$ cat src/design/rxm_pkg.sv
// package for the receive monitor byte map: register indices, alarm bit
// positions, reset values and bus widths.
// assumes a byte-wide map reached one byte per 32-bit bus word.

package rxm_pkg;

  // ----------------------------------------------------------------------
  // bus geometry
  // ----------------------------------------------------------------------
  localparam int unsigned ADDR_W = 10;            // byte address width
  localparam int unsigned DATA_W = 32;            // avalon data width
  localparam int unsigned INDEX_W = 8;            // register index width
  localparam int unsigned BYTE_W = 8;             // width of one map byte
  localparam int unsigned ALARM_CH = 6;           // channels 0..5 latched here

  // ----------------------------------------------------------------------
  // register indices (byte address is four times the index)
  // ----------------------------------------------------------------------
  localparam logic [7:0] IDX_RX_POWER_ALARM_BYTE_A = 8'h19;  // ch5, ch4
  localparam logic [7:0] IDX_RX_POWER_ALARM_BYTE_B = 8'h1a;  // ch3, ch2
  localparam logic [7:0] IDX_RX_POWER_ALARM_BYTE_C = 8'h1b;  // ch1, ch0
  localparam logic [7:0] IDX_TEMPERATURE_INTEGER = 8'h1c;
  localparam logic [7:0] IDX_TEMPERATURE_FRACTION = 8'h1d;
  localparam logic [7:0] IDX_RESERVED_ZERO_HI = 8'h1e;
  localparam logic [7:0] IDX_RESERVED_ZERO_LO = 8'h1f;
  localparam logic [7:0] IDX_SUPPLY_3V3_MSB = 8'h20;
  localparam logic [7:0] IDX_SUPPLY_3V3_LSB = 8'h21;
  localparam logic [7:0] IDX_OPTICAL_POWER_CH11_MSB = 8'h40;
  localparam logic [7:0] IDX_OPTICAL_POWER_CH11_LSB = 8'h41;
  localparam logic [7:0] IDX_OPTICAL_POWER_CH10_MSB = 8'h42;
  localparam logic [7:0] IDX_OPTICAL_POWER_CH10_LSB = 8'h43;

  // ----------------------------------------------------------------------
  // alarm byte field positions: odd channel in the top nibble
  // ----------------------------------------------------------------------
  localparam int unsigned BIT_HIGH_ODD = 7;
  localparam int unsigned BIT_LOW_ODD = 6;
  localparam int unsigned BIT_HIGH_EVEN = 3;
  localparam int unsigned BIT_LOW_EVEN = 2;

  // ----------------------------------------------------------------------
  // reset values
  // ----------------------------------------------------------------------
  localparam logic [7:0] RESERVED_VALUE = 8'h00;        // reserved bytes read zero
  localparam logic [15:0] MONITOR_RESET = 16'h0000;     // readings before first sample
  localparam logic [1:0] ALARM_RESET = 2'b00;           // no alarm latched
  localparam logic [31:0] READDATA_RESET = 32'h0000_0000;

endpackage : rxm_pkg

$ cat src/design/rxm_alarm_latch.sv
// one channel's pair of latched receive-power alarms (high and low).
// assumes the condition inputs are synchronous and only meaningful on
// the monitoring update pulse.

`timescale 1ns/1ps
`default_nettype none

module rxm_alarm_latch (
  input wire logic clock,
  input wire logic reset,
  input wire logic update,          // monitoring update pulse
  input wire logic cond_high,       // high power condition present
  input wire logic cond_low,        // low power condition present
  input wire logic clear,           // host read of the byte holding this pair
  output logic latched_high,
  output logic latched_low
);

  // ----------------------------------------------------------------------
  // latch state
  // ----------------------------------------------------------------------
  logic [1:0] flags;       // {high, low}
  logic [1:0] next_flags;
  logic [1:0] set_now;     // conditions seen on this update

  // set wins over clear so an event in the read cycle survives
  always_comb begin
    set_now = {cond_high, cond_low} & {2{update}};                 // [RULE11]
    next_flags = flags;
    if (clear) begin
      next_flags = 2'b00;                                          // [RULE1]
    end
    next_flags = next_flags | set_now;                             // [RULE1]
  end

  // register only
  always_ff @(posedge clock or posedge reset) begin
    if (reset) begin
      flags <= rxm_pkg::ALARM_RESET;
    end else begin
      flags <= next_flags;
    end
  end

  assign latched_high = flags[1];
  assign latched_low = flags[0];

endmodule : rxm_alarm_latch

`default_nettype wire

$ cat src/design/rxm_monitor_regs.sv
// receive monitor byte map behind an avalon-mm slave with waitrequest.
// assumes a 125 MHz clock, monitor values and alarm conditions that are
// synchronous and qualified by a one-cycle sample_valid pulse.
//
// Notes on behaviour
// RULE1 - alarm bits latch at one, clear on read
// RULE2 - byte 26 holds channel 3 and 2 flags
// RULE3 - byte 27 holds channel 1 and 0 flags
// RULE4 - bytes 30 and 31 always read zero
// RULE5 - byte 28 is signed integer temperature
// RULE6 - byte 29 is temperature fraction, 1/256 steps
// RULE7 - bytes 32-33 supply, 100 uV, msb first
// RULE8 - channel 11 power at 64, msb first
// RULE9 - channel 10 power at 66, msb first
// RULE10 - byte 25 low bits reserved, map read-only
// RULE11 - persisting alarm sets again next update
// RULE12 - both bytes of a word from one sample
//
// Chosen here: the Avalon-MM register port.

`timescale 1ns/1ps
`default_nettype none

module rxm_monitor_regs #(
  parameter int unsigned ALARM_CH = rxm_pkg::ALARM_CH
) (
  input wire logic clock,
  input wire logic reset,
  // avalon-mm slave
  input wire logic [rxm_pkg::ADDR_W-1:0] address,
  input wire logic read,
  input wire logic write,
  input wire logic [rxm_pkg::DATA_W-1:0] writedata,
  output logic [rxm_pkg::DATA_W-1:0] readdata,
  output logic waitrequest,
  // monitor side
  input wire logic sample_valid,
  input wire logic [15:0] temperature_in,
  input wire logic [15:0] supply_3v3_in,
  input wire logic [15:0] optical_power_ch11_in,
  input wire logic [15:0] optical_power_ch10_in,
  input wire logic [ALARM_CH-1:0] alarm_high_cond,
  input wire logic [ALARM_CH-1:0] alarm_low_cond
);

  // ----------------------------------------------------------------------
  // declarations
  // ----------------------------------------------------------------------
  logic [rxm_pkg::INDEX_W-1:0] index;        // register index from byte address
  logic access;                              // a request is on the bus
  logic ack;                                 // answer cycle, waitrequest low
  logic next_ack;
  logic take_read;                           // edge at which the byte is fetched
  logic [rxm_pkg::DATA_W-1:0] next_readdata;
  logic [7:0] byte_value;                    // selected map byte

  // held monitor samples
  logic [15:0] temperature;
  logic [15:0] supply_3v3;
  logic [15:0] power_ch11;
  logic [15:0] power_ch10;
  logic [15:0] next_temperature;
  logic [15:0] next_supply_3v3;
  logic [15:0] next_power_ch11;
  logic [15:0] next_power_ch10;

  // low-byte snapshot for coherent pairs
  logic [7:0] snap_low;                      // low byte frozen at msb read
  logic [7:0] snap_index;                    // index of that low byte
  logic snap_valid;                          // snapshot belongs to next read
  logic [7:0] next_snap_low;
  logic [7:0] next_snap_index;
  logic next_snap_valid;

  // alarm latches
  logic [ALARM_CH-1:0] alarm_high;
  logic [ALARM_CH-1:0] alarm_low;
  logic [ALARM_CH-1:0] alarm_clear;
  logic [7:0] alarm_byte_a;
  logic [7:0] alarm_byte_b;
  logic [7:0] alarm_byte_c;

  // writedata is accepted and dropped: every byte here is read-only
  logic unused_write;

  // ----------------------------------------------------------------------
  // bus handshake
  // ----------------------------------------------------------------------
  // every access costs one wait cycle, so waitrequest is low in the second
  // cycle of a request; read data are already registered by then
  assign index = address[rxm_pkg::ADDR_W-1:2];
  assign access = read | write;
  assign waitrequest = access & ~ack;
  assign take_read = read & ~ack;
  assign unused_write = ^writedata;

  // ack for one cycle after a request was seen
  always_comb begin
    next_ack = access & ~ack;
  end

  // register only
  always_ff @(posedge clock or posedge reset) begin
    if (reset) begin
      ack <= 1'b0;
    end else begin
      ack <= next_ack;
    end
  end

  // ----------------------------------------------------------------------
  // monitor sampling
  // ----------------------------------------------------------------------
  // all readings move together on one sample pulse, so bytes of one
  // quantity never mix two conversions between pulses
  always_comb begin
    next_temperature = temperature;
    next_supply_3v3 = supply_3v3;
    next_power_ch11 = power_ch11;
    next_power_ch10 = power_ch10;
    if (sample_valid) begin
      next_temperature = temperature_in;                           // [RULE12]
      next_supply_3v3 = supply_3v3_in;
      next_power_ch11 = optical_power_ch11_in;
      next_power_ch10 = optical_power_ch10_in;
    end
  end

  // register only
  always_ff @(posedge clock or posedge reset) begin
    if (reset) begin
      temperature <= rxm_pkg::MONITOR_RESET;
      supply_3v3 <= rxm_pkg::MONITOR_RESET;
      power_ch11 <= rxm_pkg::MONITOR_RESET;
      power_ch10 <= rxm_pkg::MONITOR_RESET;
    end else begin
      temperature <= next_temperature;
      supply_3v3 <= next_supply_3v3;
      power_ch11 <= next_power_ch11;
      power_ch10 <= next_power_ch10;
    end
  end

  // ----------------------------------------------------------------------
  // alarm latches, one pair per channel
  // ----------------------------------------------------------------------
  // clear goes to a pair when its byte is fetched; even channel in the
  // low nibble, odd channel in the high nibble of the same byte
  always_comb begin
    alarm_clear = '0;
    for (int c = 0; c < int'(ALARM_CH); c++) begin
      if (take_read && index == 8'(int'(rxm_pkg::IDX_RX_POWER_ALARM_BYTE_C) - c / 2)) begin
        alarm_clear[c] = 1'b1;                                     // [RULE1]
      end
    end
  end

  for (genvar g = 0; g < ALARM_CH; g++) begin : g_alarm
    rxm_alarm_latch u_latch (
      .clock(clock),
      .reset(reset),
      .update(sample_valid),
      .cond_high(alarm_high_cond[g]),
      .cond_low(alarm_low_cond[g]),
      .clear(alarm_clear[g]),
      .latched_high(alarm_high[g]),
      .latched_low(alarm_low[g])
    );
  end

  // ----------------------------------------------------------------------
  // alarm byte packing
  // ----------------------------------------------------------------------
  // reserved bits 5-4 and 1-0 are constant zero
  // limitation: the map has room for six channels only, so ALARM_CH
  // must stay at six; a smaller value would index past the latch
  // vectors and a larger one has no byte to land in
  always_comb begin
    alarm_byte_a = rxm_pkg::RESERVED_VALUE;
    alarm_byte_b = rxm_pkg::RESERVED_VALUE;
    alarm_byte_c = rxm_pkg::RESERVED_VALUE;
    alarm_byte_a[rxm_pkg::BIT_HIGH_ODD] = alarm_high[5];
    alarm_byte_a[rxm_pkg::BIT_LOW_ODD] = alarm_low[5];
    alarm_byte_a[rxm_pkg::BIT_HIGH_EVEN] = alarm_high[4];
    alarm_byte_a[rxm_pkg::BIT_LOW_EVEN] = alarm_low[4];            // [RULE10]
    alarm_byte_b[rxm_pkg::BIT_HIGH_ODD] = alarm_high[3];           // [RULE2]
    alarm_byte_b[rxm_pkg::BIT_LOW_ODD] = alarm_low[3];             // [RULE2]
    alarm_byte_b[rxm_pkg::BIT_HIGH_EVEN] = alarm_high[2];          // [RULE2]
    alarm_byte_b[rxm_pkg::BIT_LOW_EVEN] = alarm_low[2];            // [RULE2]
    alarm_byte_c[rxm_pkg::BIT_HIGH_ODD] = alarm_high[1];           // [RULE3]
    alarm_byte_c[rxm_pkg::BIT_LOW_ODD] = alarm_low[1];             // [RULE3]
    alarm_byte_c[rxm_pkg::BIT_HIGH_EVEN] = alarm_high[0];          // [RULE3]
    alarm_byte_c[rxm_pkg::BIT_LOW_EVEN] = alarm_low[0];            // [RULE3]
  end

  // ----------------------------------------------------------------------
  // read mux
  // ----------------------------------------------------------------------
  // a low byte read straight after its msb returns the frozen copy;
  // any other index, mapped or not, reads from the live map or zero
  always_comb begin
    byte_value = rxm_pkg::RESERVED_VALUE;
    case (index)
      rxm_pkg::IDX_RX_POWER_ALARM_BYTE_A: byte_value = alarm_byte_a;
      rxm_pkg::IDX_RX_POWER_ALARM_BYTE_B: byte_value = alarm_byte_b;
      rxm_pkg::IDX_RX_POWER_ALARM_BYTE_C: byte_value = alarm_byte_c;
      rxm_pkg::IDX_TEMPERATURE_INTEGER: byte_value = temperature[15:8];    // [RULE5]
      rxm_pkg::IDX_TEMPERATURE_FRACTION: byte_value = temperature[7:0];    // [RULE6]
      rxm_pkg::IDX_RESERVED_ZERO_HI: byte_value = rxm_pkg::RESERVED_VALUE; // [RULE4]
      rxm_pkg::IDX_RESERVED_ZERO_LO: byte_value = rxm_pkg::RESERVED_VALUE; // [RULE4]
      rxm_pkg::IDX_SUPPLY_3V3_MSB: byte_value = supply_3v3[15:8];          // [RULE7]
      rxm_pkg::IDX_SUPPLY_3V3_LSB: byte_value = supply_3v3[7:0];           // [RULE7]
      rxm_pkg::IDX_OPTICAL_POWER_CH11_MSB: byte_value = power_ch11[15:8];  // [RULE8]
      rxm_pkg::IDX_OPTICAL_POWER_CH11_LSB: byte_value = power_ch11[7:0];   // [RULE8]
      rxm_pkg::IDX_OPTICAL_POWER_CH10_MSB: byte_value = power_ch10[15:8];  // [RULE9]
      rxm_pkg::IDX_OPTICAL_POWER_CH10_LSB: byte_value = power_ch10[7:0];   // [RULE9]
      default: byte_value = rxm_pkg::RESERVED_VALUE;
    endcase
    if (snap_valid && index == snap_index) begin
      byte_value = snap_low;                                       // [RULE12]
    end
  end

  // read data held until the next read is fetched
  always_comb begin
    next_readdata = readdata;
    if (take_read) begin
      next_readdata = {24'h00_0000, byte_value};
    end
  end

  // register only
  always_ff @(posedge clock or posedge reset) begin
    if (reset) begin
      readdata <= rxm_pkg::READDATA_RESET;
    end else begin
      readdata <= next_readdata;
    end
  end

  // ----------------------------------------------------------------------
  // coherent pair snapshot
  // ----------------------------------------------------------------------
  // reading the msb of a 16-bit quantity freezes its low byte; the copy
  // serves only the very next read, so a host that skips the low byte
  // simply gets a fresh pair next time
  always_comb begin
    next_snap_low = snap_low;
    next_snap_index = snap_index;
    next_snap_valid = snap_valid;
    if (take_read) begin
      next_snap_valid = 1'b0;
      case (index)
        rxm_pkg::IDX_TEMPERATURE_INTEGER: begin
          next_snap_low = temperature[7:0];                        // [RULE12]
          next_snap_index = rxm_pkg::IDX_TEMPERATURE_FRACTION;
          next_snap_valid = 1'b1;
        end
        rxm_pkg::IDX_SUPPLY_3V3_MSB: begin
          next_snap_low = supply_3v3[7:0];                         // [RULE12]
          next_snap_index = rxm_pkg::IDX_SUPPLY_3V3_LSB;
          next_snap_valid = 1'b1;
        end
        rxm_pkg::IDX_OPTICAL_POWER_CH11_MSB: begin
          next_snap_low = power_ch11[7:0];                         // [RULE12]
          next_snap_index = rxm_pkg::IDX_OPTICAL_POWER_CH11_LSB;
          next_snap_valid = 1'b1;
        end
        rxm_pkg::IDX_OPTICAL_POWER_CH10_MSB: begin
          next_snap_low = power_ch10[7:0];                         // [RULE12]
          next_snap_index = rxm_pkg::IDX_OPTICAL_POWER_CH10_LSB;
          next_snap_valid = 1'b1;
        end
        default: begin
          next_snap_valid = 1'b0;
        end
      endcase
    end
  end

  // register only
  always_ff @(posedge clock or posedge reset) begin
    if (reset) begin
      snap_low <= rxm_pkg::RESERVED_VALUE;
      snap_index <= rxm_pkg::RESERVED_VALUE;
      snap_valid <= 1'b0;
    end else begin
      snap_low <= next_snap_low;
      snap_index <= next_snap_index;
      snap_valid <= next_snap_valid;
    end
  end

  // ----------------------------------------------------------------------
  // writes
  // ----------------------------------------------------------------------
  // writes get the normal one-wait answer and change nothing, so a stray
  // write can neither clear an alarm nor disturb a reading [RULE10]
  // the price is that a host gets no error for a write; it must know
  // the map is read-only, and writedata only feeds the unused_write sink
  // hazard avoided: a misdirected host write can never silently turn
  // off alarm reporting or freeze a reading

endmodule : rxm_monitor_regs

`default_nettype wire

$ cat config.mk
export PLATFORM = sky130hd
export DESIGN_NAME = rxm_monitor_regs
export DESIGN_NICKNAME = d
export VERILOG_FILES = /design/src/design/rxm_pkg.sv /design/src/design/rxm_alarm_latch.sv /design/src/design/rxm_monitor_regs.sv
export SDC_FILE = /design/constraint.sdc
export NUM_CORES = 1
export LEC_CHECK = 0
export ABC_AREA = 1
export BUFFER_PORTS_ARGS = -buffer_cell sky130_fd_sc_hd__buf_2
export CAP_MARGIN = 20
export CORE_UTILIZATION = 47
export CTS_CLUSTER_DIAMETER = 30
export CTS_CLUSTER_SIZE = 16
export DETAILED_ROUTE_END_ITERATION = 8
export PLACE_DENSITY = 0.85
export SLEW_MARGIN = 20
export SYNTH_ARGS = -nofsm -noshare
export SYNTH_HDL_FRONTEND = slang
export SYNTH_SLANG_ARGS = --single-unit
export TNS_END_PERCENT = 5
$ cat constraint.sdc
create_clock -name clock -period 3.2 [get_ports clock]
set_input_delay 0.64 -clock clock [delete_from_list [all_inputs] [get_ports clock]]
set_output_delay 0.64 -clock clock [all_outputs]
set_load 0.03 [all_outputs]
==> impl_metrics.env <==
export IMPL_hold_viol=0
export IMPL_cts_num_sinks=99
export IMPL_tightestPinTransition_ns=0.725
export IMPL_status="finished, final reports clean"
export IMPL_htree_levels=3
export IMPL_wl_per_cell_um=13.7
export IMPL_timing_rr_start="snap_index[5]$_DFFE_PP0P_"
export IMPL_drt_pass1_iterations=5
export IMPL_worstSetupPathType="primary input to register"
export IMPL_cts_root_buf="clkbuf_8"
export IMPL_fin_hold_ws_ns=0.356
export IMPL_numCtsBuffers=9
export IMPL_rsz0062_at_grt="false"
export IMPL_via_per_inst=5.04
export IMPL_ys_types=24
export IMPL_core_region_area_mm2=0.0108
export IMPL_synthesis_area_mm2=0.00519
export IMPL_syn_inst=692
export IMPL_grt_max_degree=100
export IMPL_async_reset_ff_share_pct=100
export IMPL_reg2reg_slack_ns=1.59
export IMPL_ctsResizeCount=0
export IMPL_drt_iter0_drc=320
export IMPL_cp_data_required_time_ns=3.49
export IMPL_grt_overflow=0
export IMPL_synth_main_ff_cell="dfrtp_1"
export IMPL_cts_tree="done"
export IMPL_clockBufferDepth=2
export IMPL_dp_hpwl_um=9090
export IMPL_ir_drop_v=0.000286
export IMPL_netlist_top_cells_count="200 x nand2_1, 99 x dfrtp_1, 87 x o21ai_0"
export IMPL_yosysWarnings=0
export IMPL_hp_class="primary input to async pin"
export IMPL_via_count=4650
export IMPL_setup_viol=0
export IMPL_drv_cap=0
export IMPL_max_freq_mhz=519
export IMPL_post_route_period_util_pct=60.3
export IMPL_grt_pass1_vias=4421
export IMPL_yosysSeqAreaShare_pct=47.7
export IMPL_finClkSkew_ns=0.0141
export IMPL_post_route_util_pct=54.5
export IMPL_start_util_pct=48.1
export IMPL_post_cts_buffers=0
export IMPL_final_cells=922
export IMPL_path_max_fanout=13
export IMPL_die_h_um=107
export IMPL_syn_to_final_growth_pct=13.2
export IMPL_drive_gt1_share_pct=18.9
export IMPL_rr_worst_depth=7
export IMPL_die_area_mm2=0.0115
export IMPL_ys_seq_elements=99
export IMPL_grt_first_pass_wirelength_um=20600
export IMPL_synth_edff_count=0
export IMPL_syn_area_per_cell_um2=7.51
export IMPL_std_cell_rows=38
export IMPL_port_buffers=97
export IMPL_critPathArrivalTime_ns=2.22
export IMPL_clk_latency_ns=0.39
export IMPL_tns_ns=0
export IMPL_diodes=0
export IMPL_slew_viol_final=0
export IMPL_power_density_mw_per_mm2=464
export IMPL_synth_top_area_share_pct=47.7
export IMPL_gp_congestion=0.841
export IMPL_track_usage_pct=23.4
export IMPL_fillers=1034
export IMPL_period_minus_slack_ns=1.93
export IMPL_synth_top_area_cell="dfrtp_1"
export IMPL_drc=0
export IMPL_slew_headroom_pct=51.5
export IMPL_antenna_found_initial=0
export IMPL_synth_area_leaders="dfrtp_1 48%, nand2_1 14%, o21ai_0 8.4%"
export IMPL_design_portCount=156
export IMPL_critPathCaptureType="register"
export IMPL_power_leakage_uw=0.00309
export IMPL_fp_dieW_um=107
export IMPL_wl_um=12600
export IMPL_r2r_end="readdata[4]$_DFFE_PP0P_"
export IMPL_startpoint_type="primary input"
export IMPL_synth_most_common_cell="nand2_1"
export IMPL_dp_cells=906
export IMPL_path_clk_slew_ns=0.10
export IMPL_finalNetCount=900
export IMPL_ant_nets=0
export IMPL_cts_hold_buffers_added=0
area by class of cell:
| class | instances | area (um2) | area share, % |
|---|---|---|---|
| clock inverter | 5 | 67.6 | 1.15 |
| inverter | 71 | 270 | 4.59 |
| clock buffer | 11 | 151 | 2.57 |
| timing repair buffer | 104 | 553 | 9.40 |
| tap | 140 | 175 | 2.98 |
| sequential | 99 | 2480 | 42.1 |
| multi-input combinational | 492 | 2190 | 37.2 |
how the worst max path moves through the flow:
stage | startpoint | to | slack [ns] | cells past startpoint
global placement | address[9] | snap_low[7]$_DFFE_PP0P_ | 0.94 | 12
floorplan | reset | ack$_DFF_PP0_ | 1.38 | 1
detailed placement | address[7] | snap_low[3]$_DFFE_PP0P_ | 0.92 | 12
finish | address[7] | snap_low[7]$_DFFE_PP0P_ | 1.27 | 11
global route | address[7] | snap_low[3]$_DFFE_PP0P_ | 1.15 | 12
CTS | address[9] | snap_low[3]$_DFFE_PP0P_ | 1.33 | 12
where the power goes:
part           leakage, uW  total (uW)  switching (uW)  internal, uW
Combinational      0.00180         433             298           135
Clock             0.000112         883             466           417
Sequential         0.00117        1420            56.7          1360
Total              0.00309        2730             821          1910
cell families after synthesis:
kind of cell,after synthesis,synth area share [%]
AO/OA/AOI/OAI,117,11.9
XOR/XNOR,1,0.169
buffers and inverters,124,11.8
flip-flops,99,47.7
other,1,0.0722
AND/OR/NAND/NOR,350,28.3
critical path, stage by stage:
cell,delay (ns)
buf_2,0.12
inv_1,0.10
nand2_1,0.10
nor2_4,0.29
nand2_2,0.25
nand2_2,0.15
a21oi_2,0.06
inv_1,0.22
o21ai_0,0.16
nand2_1,0.09
nand2_1,0.04
registers in the layout, indices dropped and copies added, names as in the netlist:
name,count
ack,1
g_alarm.u_latch.flags,12
power_ch10,16
power_ch11,16
readdata,8
snap_index,5
snap_low,8
snap_valid,1
supply_3v3,16
temperature,16
metal layers:
layer	GRT usage (%)	share of wire, %
met5	0	0
met2	40.0	49
met3	5.65	6.5
met4	7.24	1.9
met1	29.3	43
per-stage QoR:
stage                     total power [uW]  area (um2)  setup WS [ns]
after global placement                1860        5660          0.942
final                                 2730        5880           1.27
after detailed placement              1870        5660          0.920
after CTS                             2740        5880           1.33
after floorplan                       1740        5290           1.38
after global routing                  2860        5880           1.15
cells in the final DEF (no fill, tap or decap), types with 2 or more instances in the layout:
master / Yosys / final
clkbuf_8: 0 / 11
inv_2: 6 / 6
nand2_2: 6 / 6
nor2_2: 3 / 3
inv_1: 65 / 64
nand3_1: 63 / 63
o22ai_1: 8 / 8
buf_2: 3 / 96
nor2_4: 3 / 3
inv_6: 0 / 2
o21ai_1: 4 / 4
nor2_1: 68 / 68
nand2_1: 200 / 200
nand2_4: 3 / 3
nand3b_1: 2 / 2
a21oi_2: 6 / 6
a21oi_1: 12 / 12
buf_4: 29 / 7
conb_1: 1 / 24
dfrtp_1: 99 / 99
o21ai_0: 87 / 87
Note: power is estimated with default switching activity, not from simulation.
